`config.mk`:
```
export PLATFORM = sky130hd
export DESIGN_NAME = abg_core
export DESIGN_NICKNAME = d
export VERILOG_FILES = /design/src/shared/abg_pkg.sv /design/src/verilog/abg_core.sv
export SDC_FILE = /design/constraint.sdc
export NUM_CORES = 1
export LEC_CHECK = 0
export BUFFER_PORTS_ARGS = -buffer_cell sky130_fd_sc_hd__buf_4
export CAP_MARGIN = 5
export CELL_PAD_IN_SITES_DETAIL_PLACEMENT = 0
export CELL_PAD_IN_SITES_GLOBAL_PLACEMENT = 1
export CORE_UTILIZATION = 44
export DETAILED_ROUTE_END_ITERATION = 7
export MAX_ROUTING_LAYER = met4
export PLACE_DENSITY_LB_ADDON = 0.1
export SYNTH_ARGS = -nofsm -noshare
export SYNTH_HDL_FRONTEND = slang
export SYNTH_SLANG_ARGS = --single-unit
```
`constraint.sdc`:
```
create_clock -name clk -period 5.8 [get_ports clk]
set_clock_uncertainty 0.2 [all_clocks]
set_input_delay 0.58 -clock clk [delete_from_list [all_inputs] [get_ports clk]]
set_output_delay 0.58 -clock clk [all_outputs]
set_load 0.05 [all_outputs]
```
`src/shared/abg_pkg.sv`:
```
/*
 Constants, register layouts and state encoding for the converter control block.
 Assumes a 32-bit Avalon-MM slave port with byte addresses and one clock.
*/
package abg_pkg;
    // Bus byte addresses of the directly mapped registers
    localparam logic [7:0] ADDR_CTRL   = 8'h00;
    localparam logic [7:0] ADDR_CFG    = 8'h04;
    localparam logic [7:0] ADDR_RES_HI = 8'h08;
    localparam logic [7:0] ADDR_RES_LO = 8'h0c;
    localparam logic [7:0] ADDR_TIMING = 8'h10;

    // Indirect gain register addresses, written through the result high byte
    localparam logic [7:0] GAIN_ADDR_HI    = 8'h04;
    localparam logic [7:0] GAIN_ADDR_LO    = 8'h07;
    localparam logic [7:0] GAIN_ADDR_EXTRA = 8'h08;
    localparam logic [7:0] GAIN_HI_RST     = 8'hfc;
    localparam logic [3:0] GAIN_LO_RST     = 4'h0;
    localparam logic       GAIN_EXTRA_RST  = 1'b1;

    // Start sources and tracking modes
    localparam logic [1:0] SRC_SW   = 2'h0;
    localparam logic [1:0] SRC_EXT  = 2'h1;
    localparam logic [1:0] SRC_TMR1 = 2'h2;
    localparam logic [1:0] SRC_TMR2 = 2'h3;
    localparam logic [1:0] TM_PRE   = 2'h2;

    // Timing figures in converter clock cycles
    localparam int SAR_CYCLES  = 13;
    localparam int CONV_EXTRA  = 2;
    localparam int TRACK_EXTRA = 2;

    typedef struct packed {
        logic       converter_on;
        logic       burst_enable;
        logic       conv_done_flag;
        logic       conv_busy;
        logic       window_match_flag;
        logic       left_justify;
        logic [1:0] start_source_select;
    } abg_ctrl_t;

    typedef struct packed {
        logic [4:0] sar_div;
        logic [1:0] repeat_count_field;
        logic       gain_access;
    } abg_cfg_t;

    typedef struct packed {
        logic [3:0] powerup_delay_field;
        logic [1:0] track_time_setting;
        logic [1:0] track_mode_select;
    } abg_timing_t;

    localparam abg_ctrl_t   CTRL_RST   = 8'h00;
    localparam abg_cfg_t    CFG_RST    = 8'hf8;
    localparam abg_timing_t TIMING_RST = 8'h01;

    typedef enum logic [1:0] {
        ST_IDLE  = 2'h0,
        ST_PWRUP = 2'h1,
        ST_TRACK = 2'h3,
        ST_CONV  = 2'h2
    } abg_state_t;
endpackage

```
`src/verilog/abg_core.sv`:
```
/*
 Sequencing, accumulation, justification and indirect gain registers of a
 12-bit converter, with an Avalon-MM register slave.
 Assumes the analog converter returns its code on sar_code, the window
 comparator answers on win_match in the same clock domain, and timer
 overflows arrive as one-cycle pulses on clk.
*/
// How it works
// - Burst enable bit selects burst sequencing
// - Converter powers down between bursts unless enabled
// - Powered-down converter waits power-up delay first
// - Burst timed by own counters, not bus
// - Burst start runs repeat-count conversions
// - Done flag only after full repeat count
// - Window compare only on full accumulated sum
// - Single conversion updates result every time
// - Left-justify bit aligns single 12-bit code
// - Unused result bits read zero
// - Repeat above one gives right-aligned sum
// - Gain held in thirteen bits, three registers
// - Gain equals word over 4096 plus extra over 64
// - Gain resets to unity setting
// - Gain access redirects result byte writes
// - Gain registers cannot be read back
// - Gain addresses decode 0x04, 0x07, 0x08
// - Busy high during conversion, falling at series end sets done
// - Repeat field selects 1, 4, 8, 16
// - Conversion 13 SAR clocks plus two
module abg_core
    import abg_pkg::*;
#(
    parameter int TMR_W        = 16,
    parameter int PWR_STEP_CYC = 16,
    parameter int TK_STEP_CYC  = 4
) (
    input  wire logic        clk,
    input  wire logic        rst,
    input  wire logic [7:0]  avs_address,
    input  wire logic        avs_read,
    input  wire logic        avs_write,
    input  wire logic [31:0] avs_writedata,
    input  wire logic [3:0]  avs_byteenable,
    output logic      [31:0] avs_readdata,
    output logic             avs_waitrequest,
    input  wire logic        ext_start,
    input  wire logic        tmr1_ovf,
    input  wire logic        tmr2_ovf,
    input  wire logic [11:0] sar_code,
    input  wire logic        win_match,
    output logic             conv_power,
    output logic             conv_track,
    output logic             conv_done,
    output logic             win_strobe,
    output logic      [15:0] win_value,
    output logic      [11:0] gain_word,
    output logic             gain_extra
);
    if (TMR_W < 12 || PWR_STEP_CYC < 1 || TK_STEP_CYC < 1 ||
        (16 * PWR_STEP_CYC) >= (1 << TMR_W) || (3 * TK_STEP_CYC + 2) >= (1 << TMR_W)) begin : g_chk
        $error("abg_core: timer too narrow or step counts out of range");
    end

    function automatic logic [3:0] rpt_last(input logic [1:0] f);
        case (f)
            2'h0:    rpt_last = 4'h0;
            2'h1:    rpt_last = 4'h3;
            2'h2:    rpt_last = 4'h7;
            default: rpt_last = 4'hf;
        endcase
    endfunction

    abg_ctrl_t   ctrl_q;
    abg_cfg_t    cfg_q;
    abg_timing_t tim_q;
    abg_state_t  state_q;
    logic        wait_q;
    logic [31:0] rdata_q;
    logic [15:0] result_q;
    logic [15:0] acc_q;
    logic [3:0]  cnt_q;
    logic [TMR_W-1:0] tmr_q;
    logic [7:0]  gain_addr_q;
    logic [7:0]  gain_hi_q;
    logic [3:0]  gain_lo_q;
    logic        gain_ex_q;
    logic [2:0]  ext_sync_q;
    logic [11:0] code_s1_q;
    logic [11:0] code_s2_q;
    logic        power_q;
    logic        track_q;
    logic        win_stb_q;
    logic        pub_q;

    logic        acc_w;
    logic        wr_ctrl;
    logic        wr_cfg;
    logic        wr_hi;
    logic        wr_lo;
    logic        wr_tim;
    abg_ctrl_t   wctrl;
    logic        start;
    logic        pub;
    logic        last;
    logic [15:0] sum;
    logic [15:0] pub_val;
    logic [TMR_W-1:0] pwr_cyc;
    logic [TMR_W-1:0] trk_cyc;
    logic [TMR_W-1:0] cnv_cyc;

    // Bus decode; a write takes effect on the edge that sees waitrequest low
    assign acc_w   = avs_write && !wait_q && avs_byteenable[0];
    assign wr_ctrl = acc_w && (avs_address == ADDR_CTRL);
    assign wr_cfg  = acc_w && (avs_address == ADDR_CFG);
    assign wr_hi   = acc_w && (avs_address == ADDR_RES_HI);
    assign wr_lo   = acc_w && (avs_address == ADDR_RES_LO);
    assign wr_tim  = acc_w && (avs_address == ADDR_TIMING);
    assign wctrl   = abg_ctrl_t'(avs_writedata[7:0]);

    always_comb begin
        case (ctrl_q.start_source_select)
            SRC_SW:   start = wr_ctrl && wctrl.conv_busy;
            SRC_EXT:  start = ext_sync_q[1] && !ext_sync_q[2];
            SRC_TMR1: start = tmr1_ovf;
            default:  start = tmr2_ovf;
        endcase
    end

    // Durations derived from the software settings
    assign pwr_cyc = TMR_W'((32'(tim_q.powerup_delay_field) + 1) * PWR_STEP_CYC);
    assign trk_cyc = TMR_W'(32'(tim_q.track_time_setting) * TK_STEP_CYC + TRACK_EXTRA);
    assign cnv_cyc = TMR_W'((32'(cfg_q.sar_div) + 1) * SAR_CYCLES + CONV_EXTRA);

    assign last = (cnt_q == rpt_last(cfg_q.repeat_count_field));
    assign pub  = (state_q == ST_CONV) && (tmr_q == '0) && last;
    assign sum  = acc_q + {4'h0, code_s2_q};

    always_comb begin
        if (cfg_q.repeat_count_field != 2'h0) begin
            pub_val = sum;
        end else if (ctrl_q.left_justify) begin
            pub_val = {code_s2_q, 4'h0};
        end else begin
            pub_val = {4'h0, code_s2_q};
        end
    end

    // Synchronisers for the start pin and the analog code
    always_ff @(posedge clk or posedge rst) begin
        if (rst) begin
            ext_sync_q <= 3'h0;
            code_s1_q  <= 12'h000;
            code_s2_q  <= 12'h000;
        end else begin
            ext_sync_q <= {ext_sync_q[1:0], ext_start};
            code_s1_q  <= sar_code;
            code_s2_q  <= code_s1_q;
        end
    end

    // Avalon-MM handshake: one wait state, read data registered
    always_ff @(posedge clk or posedge rst) begin
        if (rst) begin
            wait_q  <= 1'b1;
            rdata_q <= 32'h0000_0000;
        end else if ((avs_read || avs_write) && wait_q) begin
            wait_q <= 1'b0;
            case (avs_address)
                ADDR_CTRL:   rdata_q <= {24'h000000, ctrl_q};
                ADDR_CFG:    rdata_q <= {24'h000000, cfg_q};
                ADDR_RES_HI: rdata_q <= {24'h000000, result_q[15:8]};
                ADDR_RES_LO: rdata_q <= {24'h000000, result_q[7:0]};
                ADDR_TIMING: rdata_q <= {24'h000000, tim_q};
                default:     rdata_q <= 32'h0000_0000;
            endcase
        end else begin
            wait_q <= 1'b1;
        end
    end

    // Configuration and timing registers
    always_ff @(posedge clk or posedge rst) begin
        if (rst) begin
            cfg_q <= CFG_RST;
            tim_q <= TIMING_RST;
        end else begin
            if (wr_cfg) begin
                cfg_q <= abg_cfg_t'(avs_writedata[7:0]);
            end
            if (wr_tim) begin
                tim_q <= abg_timing_t'(avs_writedata[7:0]);
            end
        end
    end

    // Control register; hardware sets of the flags win over software clears
    always_ff @(posedge clk or posedge rst) begin
        if (rst) begin
            ctrl_q <= CTRL_RST;
        end else begin
            if (wr_ctrl) begin
                ctrl_q.converter_on        <= wctrl.converter_on;
                ctrl_q.burst_enable        <= wctrl.burst_enable;
                ctrl_q.left_justify        <= wctrl.left_justify;
                ctrl_q.start_source_select <= wctrl.start_source_select;
                ctrl_q.conv_done_flag      <= wctrl.conv_done_flag;
                ctrl_q.window_match_flag   <= wctrl.window_match_flag;
            end
            ctrl_q.conv_busy <= (state_q != ST_IDLE) && !pub;
            if (pub) begin
                ctrl_q.conv_done_flag <= 1'b1;
            end
            if (win_stb_q && win_match) begin
                ctrl_q.window_match_flag <= 1'b1;
            end
        end
    end

    // Conversion sequencer, self-timed once started
    always_ff @(posedge clk or posedge rst) begin
        if (rst) begin
            state_q <= ST_IDLE;
            tmr_q   <= '0;
            cnt_q   <= 4'h0;
        end else begin
            case (state_q)
                ST_IDLE: begin
                    if (start && ctrl_q.burst_enable && !ctrl_q.converter_on) begin
                        state_q <= ST_PWRUP;
                        tmr_q   <= pwr_cyc;
                    end else if (start && (ctrl_q.burst_enable || ctrl_q.converter_on)) begin
                        if (!ctrl_q.burst_enable && tim_q.track_mode_select == TM_PRE) begin
                            state_q <= ST_CONV;
                            tmr_q   <= cnv_cyc;
                        end else begin
                            state_q <= ST_TRACK;
                            tmr_q   <= trk_cyc;
                        end
                    end
                end
                ST_PWRUP: begin
                    if (tmr_q == '0) begin
                        state_q <= ST_TRACK;
                        tmr_q   <= trk_cyc;
                    end else begin
                        tmr_q <= tmr_q - 1'b1;
                    end
                end
                ST_TRACK: begin
                    if (tmr_q == '0) begin
                        state_q <= ST_CONV;
                        tmr_q   <= cnv_cyc;
                    end else begin
                        tmr_q <= tmr_q - 1'b1;
                    end
                end
                ST_CONV: begin
                    if (tmr_q != '0) begin
                        tmr_q <= tmr_q - 1'b1;
                    end else if (last) begin
                        state_q <= ST_IDLE;
                        cnt_q   <= 4'h0;
                    end else if (ctrl_q.burst_enable) begin
                        state_q <= ST_TRACK;
                        tmr_q   <= trk_cyc;
                        cnt_q   <= cnt_q + 1'b1;
                    end else begin
                        state_q <= ST_IDLE;
                        cnt_q   <= cnt_q + 1'b1;
                    end
                end
                default: begin
                    state_q <= ST_IDLE;
                end
            endcase
        end
    end

    // Accumulator; partial sums stay internal until the series ends
    always_ff @(posedge clk or posedge rst) begin
        if (rst) begin
            acc_q <= 16'h0000;
        end else if (state_q == ST_CONV && tmr_q == '0) begin
            acc_q <= last ? 16'h0000 : sum;
        end
    end

    // Result bytes; writes under gain access never reach them
    always_ff @(posedge clk or posedge rst) begin
        if (rst) begin
            result_q <= 16'h0000;
            pub_q    <= 1'b0;
        end else begin
            pub_q <= pub;
            if (pub) begin
                result_q <= pub_val;
            end else if (wr_hi && !cfg_q.gain_access) begin
                result_q[15:8] <= avs_writedata[7:0];
            end else if (wr_lo && !cfg_q.gain_access) begin
                result_q[7:0] <= avs_writedata[7:0];
            end
        end
    end

    // Indirect, write-only gain registers
    always_ff @(posedge clk or posedge rst) begin
        if (rst) begin
            gain_addr_q <= 8'h00;
            gain_hi_q   <= GAIN_HI_RST;
            gain_lo_q   <= GAIN_LO_RST;
            gain_ex_q   <= GAIN_EXTRA_RST;
        end else if (cfg_q.gain_access) begin
            if (wr_hi) begin
                gain_addr_q <= avs_writedata[7:0];
            end
            if (wr_lo) begin
                case (gain_addr_q)
                    GAIN_ADDR_HI:    gain_hi_q <= avs_writedata[7:0];
                    GAIN_ADDR_LO:    gain_lo_q <= avs_writedata[7:4];
                    GAIN_ADDR_EXTRA: gain_ex_q <= avs_writedata[0];
                    default:         gain_ex_q <= gain_ex_q;
                endcase
            end
        end
    end

    // Analog power, tracking and window strobe outputs
    always_ff @(posedge clk or posedge rst) begin
        if (rst) begin
            power_q   <= 1'b0;
            track_q   <= 1'b0;
            win_stb_q <= 1'b0;
        end else begin
            power_q <= ctrl_q.converter_on || (state_q != ST_IDLE);
            track_q <= (state_q == ST_TRACK) ||
                       (state_q == ST_IDLE && ctrl_q.converter_on &&
                        tim_q.track_mode_select[1]);
            win_stb_q <= pub;
        end
    end

    assign avs_waitrequest = wait_q;
    assign avs_readdata    = rdata_q;
    assign conv_power      = power_q;
    assign conv_track      = track_q;
    assign conv_done       = ctrl_q.conv_done_flag;
    assign win_strobe      = win_stb_q;
    assign win_value       = result_q;
    assign gain_word       = {gain_hi_q, gain_lo_q};
    assign gain_extra      = gain_ex_q;

    a_gain_reset: assert property (@(posedge clk) $fell(rst) |->
        gain_word == 12'hfc0 && gain_extra)
        else $error("gain not at unity after reset");

    a_busy_window: assert property (@(posedge clk) disable iff (rst)
        (state_q == ST_TRACK) |=> ctrl_q.conv_busy)
        else $error("busy low during a conversion");

    a_done_count: assert property (@(posedge clk) disable iff (rst)
        $rose(ctrl_q.conv_done_flag) && !$past(wr_ctrl) |->
        $past(last) && $past(state_q) == ST_CONV)
        else $error("done set before repeat count reached");

    a_burst_sleep: assert property (@(posedge clk) disable iff (rst)
        (state_q == ST_IDLE && !ctrl_q.converter_on) [*2] |-> !conv_power)
        else $error("converter powered while idle and disabled");

    a_pwrup_entry: assert property (@(posedge clk) disable iff (rst)
        (state_q == ST_IDLE && start && ctrl_q.burst_enable && !ctrl_q.converter_on)
        |=> state_q == ST_PWRUP ##1 state_q == ST_PWRUP)
        else $error("power-up wait skipped");

    a_win_full: assert property (@(posedge clk) disable iff (rst)
        win_strobe |-> $past(last) && $past(state_q) == ST_CONV && win_value == $past(pub_val))
        else $error("window compare on partial sum");

    a_left_zero: assert property (@(posedge clk) disable iff (rst)
        pub && cfg_q.repeat_count_field == 2'h0 && ctrl_q.left_justify
        |=> result_q[3:0] == 4'h0 && result_q[15:4] == $past(code_s2_q))
        else $error("left-justified code misplaced");

    a_gain_guard: assert property (@(posedge clk) disable iff (rst)
        wr_lo && cfg_q.gain_access |=> $stable(result_q) || $past(pub))
        else $error("gain write disturbed result");

    a_wait_one: assert property (@(posedge clk) disable iff (rst)
        (avs_read || avs_write) && avs_waitrequest |=> !avs_waitrequest ##1 avs_waitrequest)
        else $error("waitrequest not one wait state");

endmodule // abg_core

```
* Word-level counts from Yosys, hierarchy flattened *
Cells that the tools add are included.

operators by class
  $add $sub $neg = 7
  equal/unequal tests = 23
  multiplexer cells = 34
  reductions and logical operators = 52
  multiply operators = 1
  bitwise logic cells = 1

operator list
  kind                                                                   count
  16-bit 2-to-1 mux                                                      11
  16-bit one-hot mux with 4 select lines                                 1
  8-bit one-hot mux with 5 select lines                                  1
  8-bit by 3-bit equality test with 1-bit output, second input constant  3
  8-bit by 4-bit equality test with 1-bit output, second input constant  3
  8-bit 2-to-1 mux                                                       3
  1-bit logical AND                                                      22
  16-bit by 12-bit adder with 16-bit output                              1
  16-bit zero test                                                       1
  16-bit nonzero test                                                    1
  16-bit by 1-bit subtractor with 16-bit output, second input constant   1
  2-bit 2-to-1 mux                                                       7
  4-bit one-hot mux with 3 select lines                                  1
  3-bit AND reduction                                                    4
  2-bit nonzero test                                                     6
  10-bit by 2-bit adder with 11-bit output, second input constant        1
  11-bit 2-to-1 mux                                                      1
  2-bit equality test, second input constant                             5
  6-bit by 4-bit multiplier with 10-bit output, second input constant    1
  3-bit != test, second input constant                                   3
  8-bit by 5-bit equality test with 1-bit output, second input constant  1
  8-bit zero test                                                        1
  4-bit 2-to-1 mux                                                       2
  2-bit != test, second input constant                                   4
  other kinds (15)                                                       33

word-level totals
  register bits = 162
  input bits = 64
  output and inout bits = 66
  logic and storage cells = 149

* Longest topological paths before layout *
Gate-level depths: netlist (run 1).

  depth after elaboration = 10
  gate-level depth with buffers = 15
  gate-level depth less buffers = 15

* Least setup slack after synthesis (run 1) *
OpenSTA, ideal clock, no wires.

  path kind = flip-flop to flip-flop
  from = register cfg_q[3] (netlist name)
  to = register tmr_q[9]
  arrival time = 3.104 ns
  slack = 2.375 ns
  buffers on the path = 0
  library setup time = 0.121 ns
  data required time = 5.479 ns
  cell stages (with the launch flop) = 16
  clock period less this slack = 3.425 ns
  cell sequence = dfstp_2 inv_1 ha_1 inv_1 ha_1 inv_1 fa_1 inv_1 ha_1 o21ai_0 o21bai_1 nor3_1 nor3_1 or3_1 a31o_2 a22o_1

between the ends
  word-level cells in the longest chain between the ends = 7
  elaborated cells on any way between the ends = 8
  classes of those cells = 2 x add/sub; 1 x mul; 5 x mux

RTL lines
  item                                              RTL line         text
  from (decl)                                       abg_core.sv:73   abg_cfg_t cfg_q;
  from (signal assigned)                            abg_core.sv:187  cfg_q <= abg_cfg_t'(avs_writedata[7:0]);
  5-bit by 1-bit adder with 6-bit output (*)        abg_core.sv:131  assign cnv_cyc = TMR_W'((32'(cfg_q.sar_div) + 1) * SAR_CYCLES + CONV_EXTRA);
  6-bit by 4-bit multiplier with 10-bit output (*)  abg_core.sv:131
  10-bit by 2-bit adder with 11-bit output (*)      abg_core.sv:131
  11-bit 2-to-1 mux                                 abg_core.sv:231  if (!ctrl_q.burst_enable && tim_q.track_mode_select == TM_PRE) begin
  16-bit 2-to-1 mux                                 abg_core.sv:230  end else if (start && (ctrl_q.burst_enable || ctrl_q.converter_on)) begin
  16-bit 2-to-1 mux                                 abg_core.sv:227  if (start && ctrl_q.burst_enable && !ctrl_q.converter_on) begin
  16-bit one-hot mux with 4 select lines (*)        abg_core.sv:225  case (state_q)
  to (signal assigned)                              abg_core.sv:229  tmr_q <= pwr_cyc;
  to (signal assigned)                              abg_core.sv:233  tmr_q <= cnv_cyc;
  to (signal assigned)                              abg_core.sv:236  tmr_q <= trk_cyc;
  to (decl)                                         abg_core.sv:81   logic [TMR_W-1:0] tmr_q;

Mark *: on every way between the ends. The rest lies on a longest branch, timed or not. The select of a mux whose other input is x is not followed.
A chain may end at the register's enable or synchronous reset.

* Worst setup path in the final report (run 1) *
  from = register cfg_q[3] (netlist name)
  to = register tmr_q[10]

The elaborated chain is that of the path after synthesis.

==> flow_summary.ini, run 1 <==
[synthesis]
syn_area_per_cell_um2 = 10.1
ys_types = 78
syn-cell-area_um2 = 7910
async_reset_ff_share_pct = 100
yosysWarnings = 0
synth_seq_area_share_pct = 43.9
synthCells = 785
ys.flop_type = dfrtp_1
synth-seq-cells = 138
synth_edf_count = 0
ys_top_cells_by_area = dfrtp_1 39%, mux2_2 6.5%, ha_1 5.4%
yosys.area.top_type = dfrtp_1
synth_top_area_share_pct = 39.2

[route]
route.vias.total = 6257
drtPass1Iterations = 5
drt_iter0_markers = 383
drc = 0
wirelength_um = 21500
via_per_inst = 5.71
antenna_left = 0
wl_per_cell_um = 19.6

[worst_setup_path]
worstPathArrival_ns = 4.18
start_kind = register
worstSetupPathType = register to register
path_max_fanout = 6
critPathCaptureType = register
required_ns = 5.92

[outcome]
status = finished, final reports clean

[global_route]
antenna_found_initial = 0
grt_start_max_net_pins = 85
grt_use_total_pct = 25.3
gr-total-overflow = 0
grt_pass1_wl_um = 34000
grt_pass1_vias = 6185

[floorplan]
core-area_um2 = 17400
ioPinCount = 130
die_h_um = 136
num_rows = 48
initial_utilization_pct = 45.4
dieArea_um2 = 18500
die_w_um = 136

[clock_network]
ctsHoldBuffers = 0
clock-sinks = 138
htreeDepth = 4
cts_buffer_depth = 2
cts_tree = done
clock_latency_ns = 0.44
cts_made_buffers = 17
clkTransAtPathRegs_ns = 0.07
post_cts.repair.setup_buffers = 0
clock-root-buffer = clkbuf_16
cts_resized = 0

[cells_and_area]
fin_cells = 1096
layout_common_cells = 124 x dfrtp_1, 80 x buf_4, 79 x nand2_1
fillerInstances = 1616
insertedDiodeCount = 0
final_common_cell = dfrtp_1
drive_gt1_share_pct = 22.5
area_growth_pct = 16.3
multiInputGateArea_um2 = 4150
layout.nets = 959
regArea_um2 = 3470

[power_and_ir_drop]
power_density_nw_per_um2 = 270
leakage_uw = 0.00422
peakVddDrop_uv = 223

[timing]
rsz0062_at_grt = no
finalHoldViolCount = 0
worst_slack_ns = 1.74
slew-limit-headroom_pct = 34.4
holdWs_ns = 0.0430
fin_crit_sh_pct = 70.1
tightest_slew_ns = 0.978
setup_tns_ns = 0
maxClockFrequency_mhz = 246
setup_viol = 0
fin_crit_ns = 4.06
final_max_slew_viol_count = 0

[run]
max-cap-violations = 0

[placement]
place.gp.congestion = 0.890
post-dp-hpwl_um = 15700
post-place-cells = 1064
port_buffers = 78
pre_cts_slack_ns = 1.77

[worst_hold_path]
min_path_type = input pin to register
## logic make-up after synthesis
kind of cell	after synthesis	synth area share (%)
AO/OA/AOI/OAI	206	16.0
XOR/XNOR	29	3.21
adder cells (fa/ha/maj)	37	6.14
buffers and inverters	68	4.81
flip-flops	138	43.9
multiplexers	76	10.3
other	1	0.0474
AND/OR/NAND/NOR	230	15.6
## final cells by class
class                           count  share of cell area (%)
Tap cell                          225                    3.06
Inverter                           19                   0.830
Clock inverter                     15                    2.16
Sequential cell                   138                    37.7
Multi-Input combinational cell    602                    45.1
Timing Repair Buffer               80                    6.53
Clock buffer                       17                    4.62
## path summary, 6_finish.rpt
path / from / endpoint / slack, ns / depth (start not counted)
hold / removal: sar_code[11] / code_s1_q[11] / 0.04 / 1
max in group asynchronous: rst / cfg_q[1] / 4.11 / 3
setup reg to reg: cfg_q[3] / tmr_q[10] / 1.74 / 15
hold reg to reg: code_s1_q[3] / code_s2_q[3] / 0.15 / 0
setup / recovery: cfg_q[3] / tmr_q[10] / 1.74 / 15
min in group asynchronous: rst / code_s1_q[10] / 0.09 / 2
## Yosys cell counts (all sizes together) (2+ instances only)
| cell type | number |
|---|---|
| mux2i | 30 |
| nand3b | 3 |
| inv | 19 |
| xor2 | 10 |
| nand2b | 6 |
| o21bai | 4 |
| a21oi | 55 |
| and4b | 4 |
| a221oi | 2 |
| o31ai | 5 |
| or3 | 5 |
| a21o | 11 |
| o211ai | 5 |
| nor2 | 43 |
| dfrtp | 124 |
| buf | 36 |
| a211o | 3 |
| clkbuf | 13 |
| nand4 | 7 |
| a22o | 3 |
| nor4b | 2 |
| o21ai | 70 |
| nand2 | 81 |
| dfstp | 14 |
| nor2b | 7 |
| nor3 | 12 |
| xnor2 | 19 |
| nor4 | 9 |
| a211oi | 8 |
| a21boi | 2 |
| fa | 3 |
| nor3b | 9 |
| mux2 | 46 |
| or4 | 2 |
| o22ai | 2 |
| a22oi | 10 |
| a31oi | 9 |
| or2 | 4 |
| a222oi | 2 |
| o21a | 3 |
| and3 | 7 |
| and2 | 3 |
| nand3 | 21 |
| ha | 34 |
## power breakdown
group / switching, uW / total (uW) / leakage [uW] / internal, uW
sequential: 45.9 / 1040 / 0.00169 / 998
clock: 483 / 1180 / 0.000305 / 694
combinational: 170 / 265 / 0.00223 / 95.1
## worst max-delay path, stage by stage (launching register included)
cell	delay [ns]
dfstp_2	0.60
inv_1	0.13
ha_1	0.40
inv_1	0.13
ha_1	0.15
inv_1	0.05
fa_1	0.47
inv_1	0.04
ha_1	0.34
o21ai_0	0.27
o21bai_1	0.10
a21oi_1	0.23
nor2b_1	0.06
o21ai_0	0.40
a2bb2oi_1	0.11
mux2_2	0.27
## sequential cells by signal, indices dropped and copies added (netlist names), 2 cells and up
register      cells
avs_readdata      8
win_value        16
tim_q             8
gain_hi_q         8
ext_sync_q        3
cnt_q             4
ctrl_q            7
gain_lo_q         4
state_q           2
cfg_q             8
tmr_q            16
code_s2_q        12
gain_addr_q       8
code_s1_q        12
acc_q            16
## layer usage
metal	track usage, %	part of all wire, %	vias up
met2	40.4	49	174
met5	-	0	-
met1	33.0	45	3113
li1	-	-	2942
met4	7.28	1.3	0
met3	4.29	4.0	28
## through the flow
step | area, um2 | utilization, % | total power, uW
2_1_floorplan | 8000 | - | 1250
3_3_place_gp | 8580 | 49.2 | 1320
3_5_place_dp | 8580 | 49.2 | 1330
4_1_cts | 9200 | 52.8 | 2500
5_1_grt | 9200 | 52.8 | 2570
6_report | 9200 | 52.8 | 2490
No activity file was read; power rests on OpenSTA's default activity.
==> run 2, diff against run 1 <==
Settings changed: ABC_AREA set to 1, CORE_UTILIZATION 44 to 42.
Clock period 5.8 ns to 4.19 ns, I/O delays scaled along.
==> flow_summary.ini, run 2 <==
[cells_and_area]
regArea_um2 = 3470
final_common_cell = nand2_1
area_growth_pct = 18.3
layout_common_cells = 259 x nand2_1, 124 x dfrtp_1, 103 x inv_1
fillerInstances = 1879
multiInputGateArea_um2 = 4110
stdcell_area_um2 = 9720
layout.nets = 1232
drive_gt1_share_pct = 16.4
utilization_pct = 51.3
insertedDiodeCount = 0

[worst_setup_path]
reg2reg_slack_ns = 0.52
worstPathArrival_ns = 3.78
critPathCaptureType = register
max_stage_delay_ns = 0.57
worstSetupPathType = register to register
crit_slowest_cell = dfstp_2
path_max_fanout = 6
r2r-end = tmr_q[7]
required_ns = 4.30
crit_path_frequent_cell = inv_1
timing.rr.start = cfg_q[3]
start_kind = register
path_cells = inv_1 -> nor3_1 -> inv_1 -> nor3_1 -> inv_1 -> fa_1 -> inv_1 -> ha_1 -> nand2_1 -> or2_2 -> nand3_1 -> nand2_1 -> nand3_1 -> nand2_1 -> nor2_1 -> a21oi_2
rr_worst_depth = 16

[timing]
tightest_slew_ns = 0.927
fin_crit_sh_pct = 87.5
setup_tns_ns = 0
holdWs_ns = -0.0143
finalHoldViolCount = 11
fin_crit_ns = 3.67
setup_viol = 0
slew-limit-headroom_pct = 38.1
maxClockFrequency_mhz = 273
final_max_slew_viol_count = 0
rsz0062_at_grt = no

[route]
wl_per_cell_um = 16.8
drt_iter0_markers = 467
via_per_inst = 5.13
drc = 0
wirelength_um = 23600
route.vias.total = 7197
drtPass1Iterations = 5
antenna_left = 0

[synthesis]
synthTopCellsByCount = 259 x nand2_1, 124 x dfrtp_1, 104 x inv_1
ys.flop_type = dfrtp_1
async_reset_ff_share_pct = 100
synth_seq_area_share_pct = 42.2
synth-seq-cells = 138
synth_edf_count = 0
synthCells = 1035
yosysWarnings = 0
ys_types = 53
synth.most_common_cell = nand2_1
synth_top_area_share_pct = 37.8
syn_area_per_cell_um2 = 7.94
ys_top_cells_by_area = dfrtp_1 38%, nand2_1 12%, nand3_1 5.7%
yosys.area.top_type = dfrtp_1
syn-cell-area_um2 = 8220

[outcome]
violations = negative hold slack
status = finished with violations

[clock_network]
clock-sinks = 138
post_cts.repair.setup_buffers = 0
cts_made_buffers = 17
cts_buffer_depth = 2
clock_latency_ns = 0.42
cts_tree = done
htreeDepth = 4
clock-root-buffer = clkbuf_16
clkTransAtPathRegs_ns = 0.06

[placement]
post-dp-hpwl_um = 17600
port_buffers = 78
place.gp.congestion = 0.876
dpl_cell_area_um2 = 8980

[worst_hold_path]
min_path_type = input pin to async pin

[floorplan]
die_w_um = 142
dieArea_um2 = 20100
die_h_um = 142
initial_utilization_pct = 43.4
num_rows = 50
ioPinCount = 130
core-area_um2 = 19000

[power_and_ir_drop]
power.total_uw = 4900
leakage_uw = 0.00475
peakVddDrop_uv = 366
power_density_nw_per_um2 = 504

[global_route]
grt_pass1_vias = 6778
grt_start_max_net_pins = 75
grt_use_total_pct = 25.7
grt_pass1_wl_um = 37600
antenna_found_initial = 0
gr-total-overflow = 0

[run]
max-cap-violations = 0
==> run 2: cell types whose count changed after synthesis, sizes merged, moves of 9 or more <==
cell	before	now
a21oi	55	34
mux2	46	0
xor2	10	22
o21ai	70	91
nand2	81	266
nand3	21	100
a21o	11	1
nor3b	9	0
xnor2	19	4
inv	19	114
mux2i	30	0
nor2	43	102
==> run 2: stage by stage <==
stage | cells | setup WS, ns | hold slack (ns)
floorplan | 1058 | 0.869 | 0.131
global placement | 1359 | 0.498 | 0.132
detailed placement | 1359 | 0.471 | 0.135
CTS | 1404 | 0.456 | 0.00573
global route | 1404 | 0.227 | 0.0590
finish | 1404 | 0.522 | -0.0143
==> run 2: layer usage <==
metal  routed length [um]  global-route usage (%)  up-vias
li1                     -                       -     3568
met1                11400                    35.8     3416
met2                10900                    38.9      188
met3                  990                    3.98       25
met4                  342                    6.79        0
met5                    0                       -        -
==> run 2: cell type report <==
type | instances | area share [%]
multi-input cells | 762 | 42.3
well taps | 260 | 3.35
flip-flops and latches | 138 | 35.7
repair buffers | 93 | 7.65
inverters | 119 | 4.71
clock inverters | 14 | 1.80
clock buffers | 18 | 4.52
==> run 2: what timing repair did <==
item                      4_1_cts  5_1_grt
hold endpoints to repair       13        0
hold buffers                   13        0
gates resized for setup         0        0
==> run 2: kinds of logic (layout without fill, tap and decap cells) <==
kind of cell    after synthesis  after routing  share of synthesized area [%]
buf+inv                     158            244                           8.83
simple gates                499            499                           27.5
flops                       138            138                           42.2
other cells                   1             24                         0.0456
compound gates              176            176                           12.8
fa+ha+maj                    37             37                           5.91
xor+xnor                     26             26                           2.77
==> run 2: worst max-delay path by stage <==
stage / start / end
detailed placement: cfg_q[3] / tmr_q[7]
floorplan: cfg_q[3] / tmr_q[7]
CTS: cfg_q[3] / tmr_q[7]
finish: cfg_q[3] / tmr_q[7]
global placement: cfg_q[3] / tmr_q[7]
global route: cfg_q[3] / tmr_q[7]
==> run 2: worst max-delay path: cells and delay by family, from the launching register on <==
kind,cells,cell delay (ns)
simple gates,9,1.45
fa+ha+maj,2,0.90
buf+inv,4,0.37
compound gates,1,0.06
flops,1,0.57
==> run 2: report_power, final <==
part	leakage [uW]	internal [uW]	switching (uW)
Clock	0.000304	922	677
Combinational	0.00278	503	1080
Sequential	0.00167	1510	210
==> run 3, diff against run 2 <==
Settings changed: MAX_ROUTING_LAYER met4 to not set.
==> flow_summary.ini, run 3 (synthesis gave the netlist of run 2 again) <==
[floorplan]
core-area_um2 = 19000
initial_utilization_pct = 43.4
num_rows = 50
dieArea_um2 = 20100
die_w_um = 142
die_h_um = 142
ioPinCount = 130

[timing]
tightest_slew_ns = 0.838
rsz0062_at_grt = no
final_max_slew_viol_count = 0
finalHoldViolCount = 0
fin_crit_sh_pct = 88.2
setup_tns_ns = 0
maxClockFrequency_mhz = 271
worst_slack_ns = 0.495
fin_crit_ns = 3.69
setup_viol = 0
slew-limit-headroom_pct = 44.0

[clock_network]
cts_buffer_depth = 2
cts_made_buffers = 17
htreeDepth = 4
clock_latency_ns = 0.43
cts_tree = done
post_cts.repair.setup_buffers = 0
clock-root-buffer = clkbuf_16
clock-sinks = 138
clkTransAtPathRegs_ns = 0.07

[outcome]
status = finished, final reports clean

[route]
drtPass1Iterations = 5
antenna_left = 0
drc = 0
wl_per_cell_um = 16.6
via_per_inst = 5.06
wirelength_um = 23300
drt_iter0_markers = 382
route.vias.total = 7098

[power_and_ir_drop]
leakage_uw = 0.00473
seqPwrFrac_pct = 35.6
power_frac_comb_pct = 32.7
peakVddDrop_uv = 349
p_int_uw = 2880
power_switching_uw = 1970
switching_share_pct = 40.7
power_frac_clock_pct = 31.7
power_density_nw_per_um2 = 500

[worst_setup_path]
rr_worst_depth = 16
worstSetupPathType = register to register
cp_num_buf_inv = 4
worstPathArrival_ns = 3.80
r2r-end = tmr_q[7]
cp.depth = 16
crit_family = simple AND/OR/NAND/NOR gates
start_kind = register
path_max_fanout = 6
path_cells = inv_1 -> nor3_1 -> inv_1 -> nor3_1 -> inv_1 -> fa_1 -> inv_1 -> ha_1 -> nand2_1 -> or2_2 -> nand3_1 -> nand2_1 -> nand3_1 -> nand2_1 -> nor2_1 -> a21oi_2
max_stage_delay_ns = 0.57
timing.rr.start = cfg_q[3]
reg2reg_slack_ns = 0.50
required_ns = 4.30
crit_slowest_cell = dfstp_2
crit_path_frequent_cell = inv_1
critPathCaptureType = register

[worst_hold_path]
min_path_type = input pin to register
hold_depth = 3
min-delay-start = avs_writedata[2]
hold_end = ctrl_q[2]

[placement]
port_buffers = 78
post-dp-hpwl_um = 17400
place.gp.congestion = 0.848
pre_cts_slack_ns = 0.463

[cells_and_area]
drive_gt1_share_pct = 16.3
final_common_cell = nand2_1
layout_common_cells = 259 x nand2_1, 124 x dfrtp_1, 103 x inv_1
fillerInstances = 1937
layout.nets = 1232
utilization_pct = 51.2
area_growth_pct = 18.0
insertedDiodeCount = 0

[global_route]
gr-total-overflow = 0
grt_pass1_wl_um = 37000
grt_start_max_net_pins = 104
antenna_found_initial = 0
grt_pass1_vias = 6806
grt_use_total_pct = 24.5

[run]
max-cap-violations = 0
==> run 3: changes by cell type in the layout (fill, tap and decap cells not counted), sizes merged <==
cell and change:
bufinv -1, clkinvlp +2, buf -1, dlygate4sd3 +1, clkinv -1
==> run 3: worst register-to-register path, stage by stage, from the launching register on <==
cell and delay, ns:
dfstp_2 0.57, inv_1 0.13, nor3_1 0.33, inv_1 0.07
nor3_1 0.36, inv_1 0.12, fa_1 0.54, inv_1 0.04
ha_1 0.37, nand2_1 0.11, or2_2 0.31, nand3_1 0.07
nand2_1 0.05, nand3_1 0.08, nand2_1 0.05, nor2_1 0.12
a21oi_2 0.06
==> run 3: metal layers <==
layer / part of all wire (%) / vias up / global-route usage, %
li1: - / 3565 / -
met1: 48 / 3342 / 34.5
met2: 47 / 172 / 39.6
met3: 4.1 / 19 / 3.51
met4: 1.1 / 0 / 5.66
met5: 0 / - / 0
==> run 3: area by class of cell <==
type	instances	area [um2]	area share [%]
flip-flops and latches	138	3470	35.8
clock buffers	18	439	4.53
multi-input cells	762	4110	42.4
repair buffers	93	746	7.69
well taps	260	325	3.35
inverters	119	458	4.72
clock inverters	14	151	1.56
==> run 3: repair_timing <==
action | in CTS | in global routing
resized for setup | 0 | 0
hold buffers | 14 | 0
endpoints found under the hold margin | 44 | 0
==> run 3: power by group through the flow <==
stage	clock network, uW	registers, uW	logic, uW
3_5_place_dp	0	1740	1580
2_1_floorplan	0	1910	996
3_3_place_gp	0	1740	1570
6_report	1540	1720	1590
4_1_cts	1570	1720	1600
5_1_grt	1620	1740	1750
==> run 3: worst max path at each step <==
stage / from / to / slack, ns
3_5_place_dp: cfg_q[3] / tmr_q[7] / 0.46
5_1_grt: cfg_q[3] / tmr_q[7] / 0.13
6_report: cfg_q[3] / tmr_q[7] / 0.50
2_1_floorplan: cfg_q[3] / tmr_q[7] / 0.87
3_3_place_gp: cfg_q[3] / tmr_q[7] / 0.50
4_1_cts: cfg_q[3] / tmr_q[7] / 0.44
==> run 3: through the flow <==
stage               area (um2)  total power [uW]  cells  hold slack [ns]
finish                    9700              4850   1404           0.0366
floorplan                 8310              2910   1058            0.131
CTS                       9700              4880   1404           0.0250
global placement          8970              3310   1358            0.132
detailed placement        8970              3320   1358            0.135
global route              9700              5110   1404           0.0552
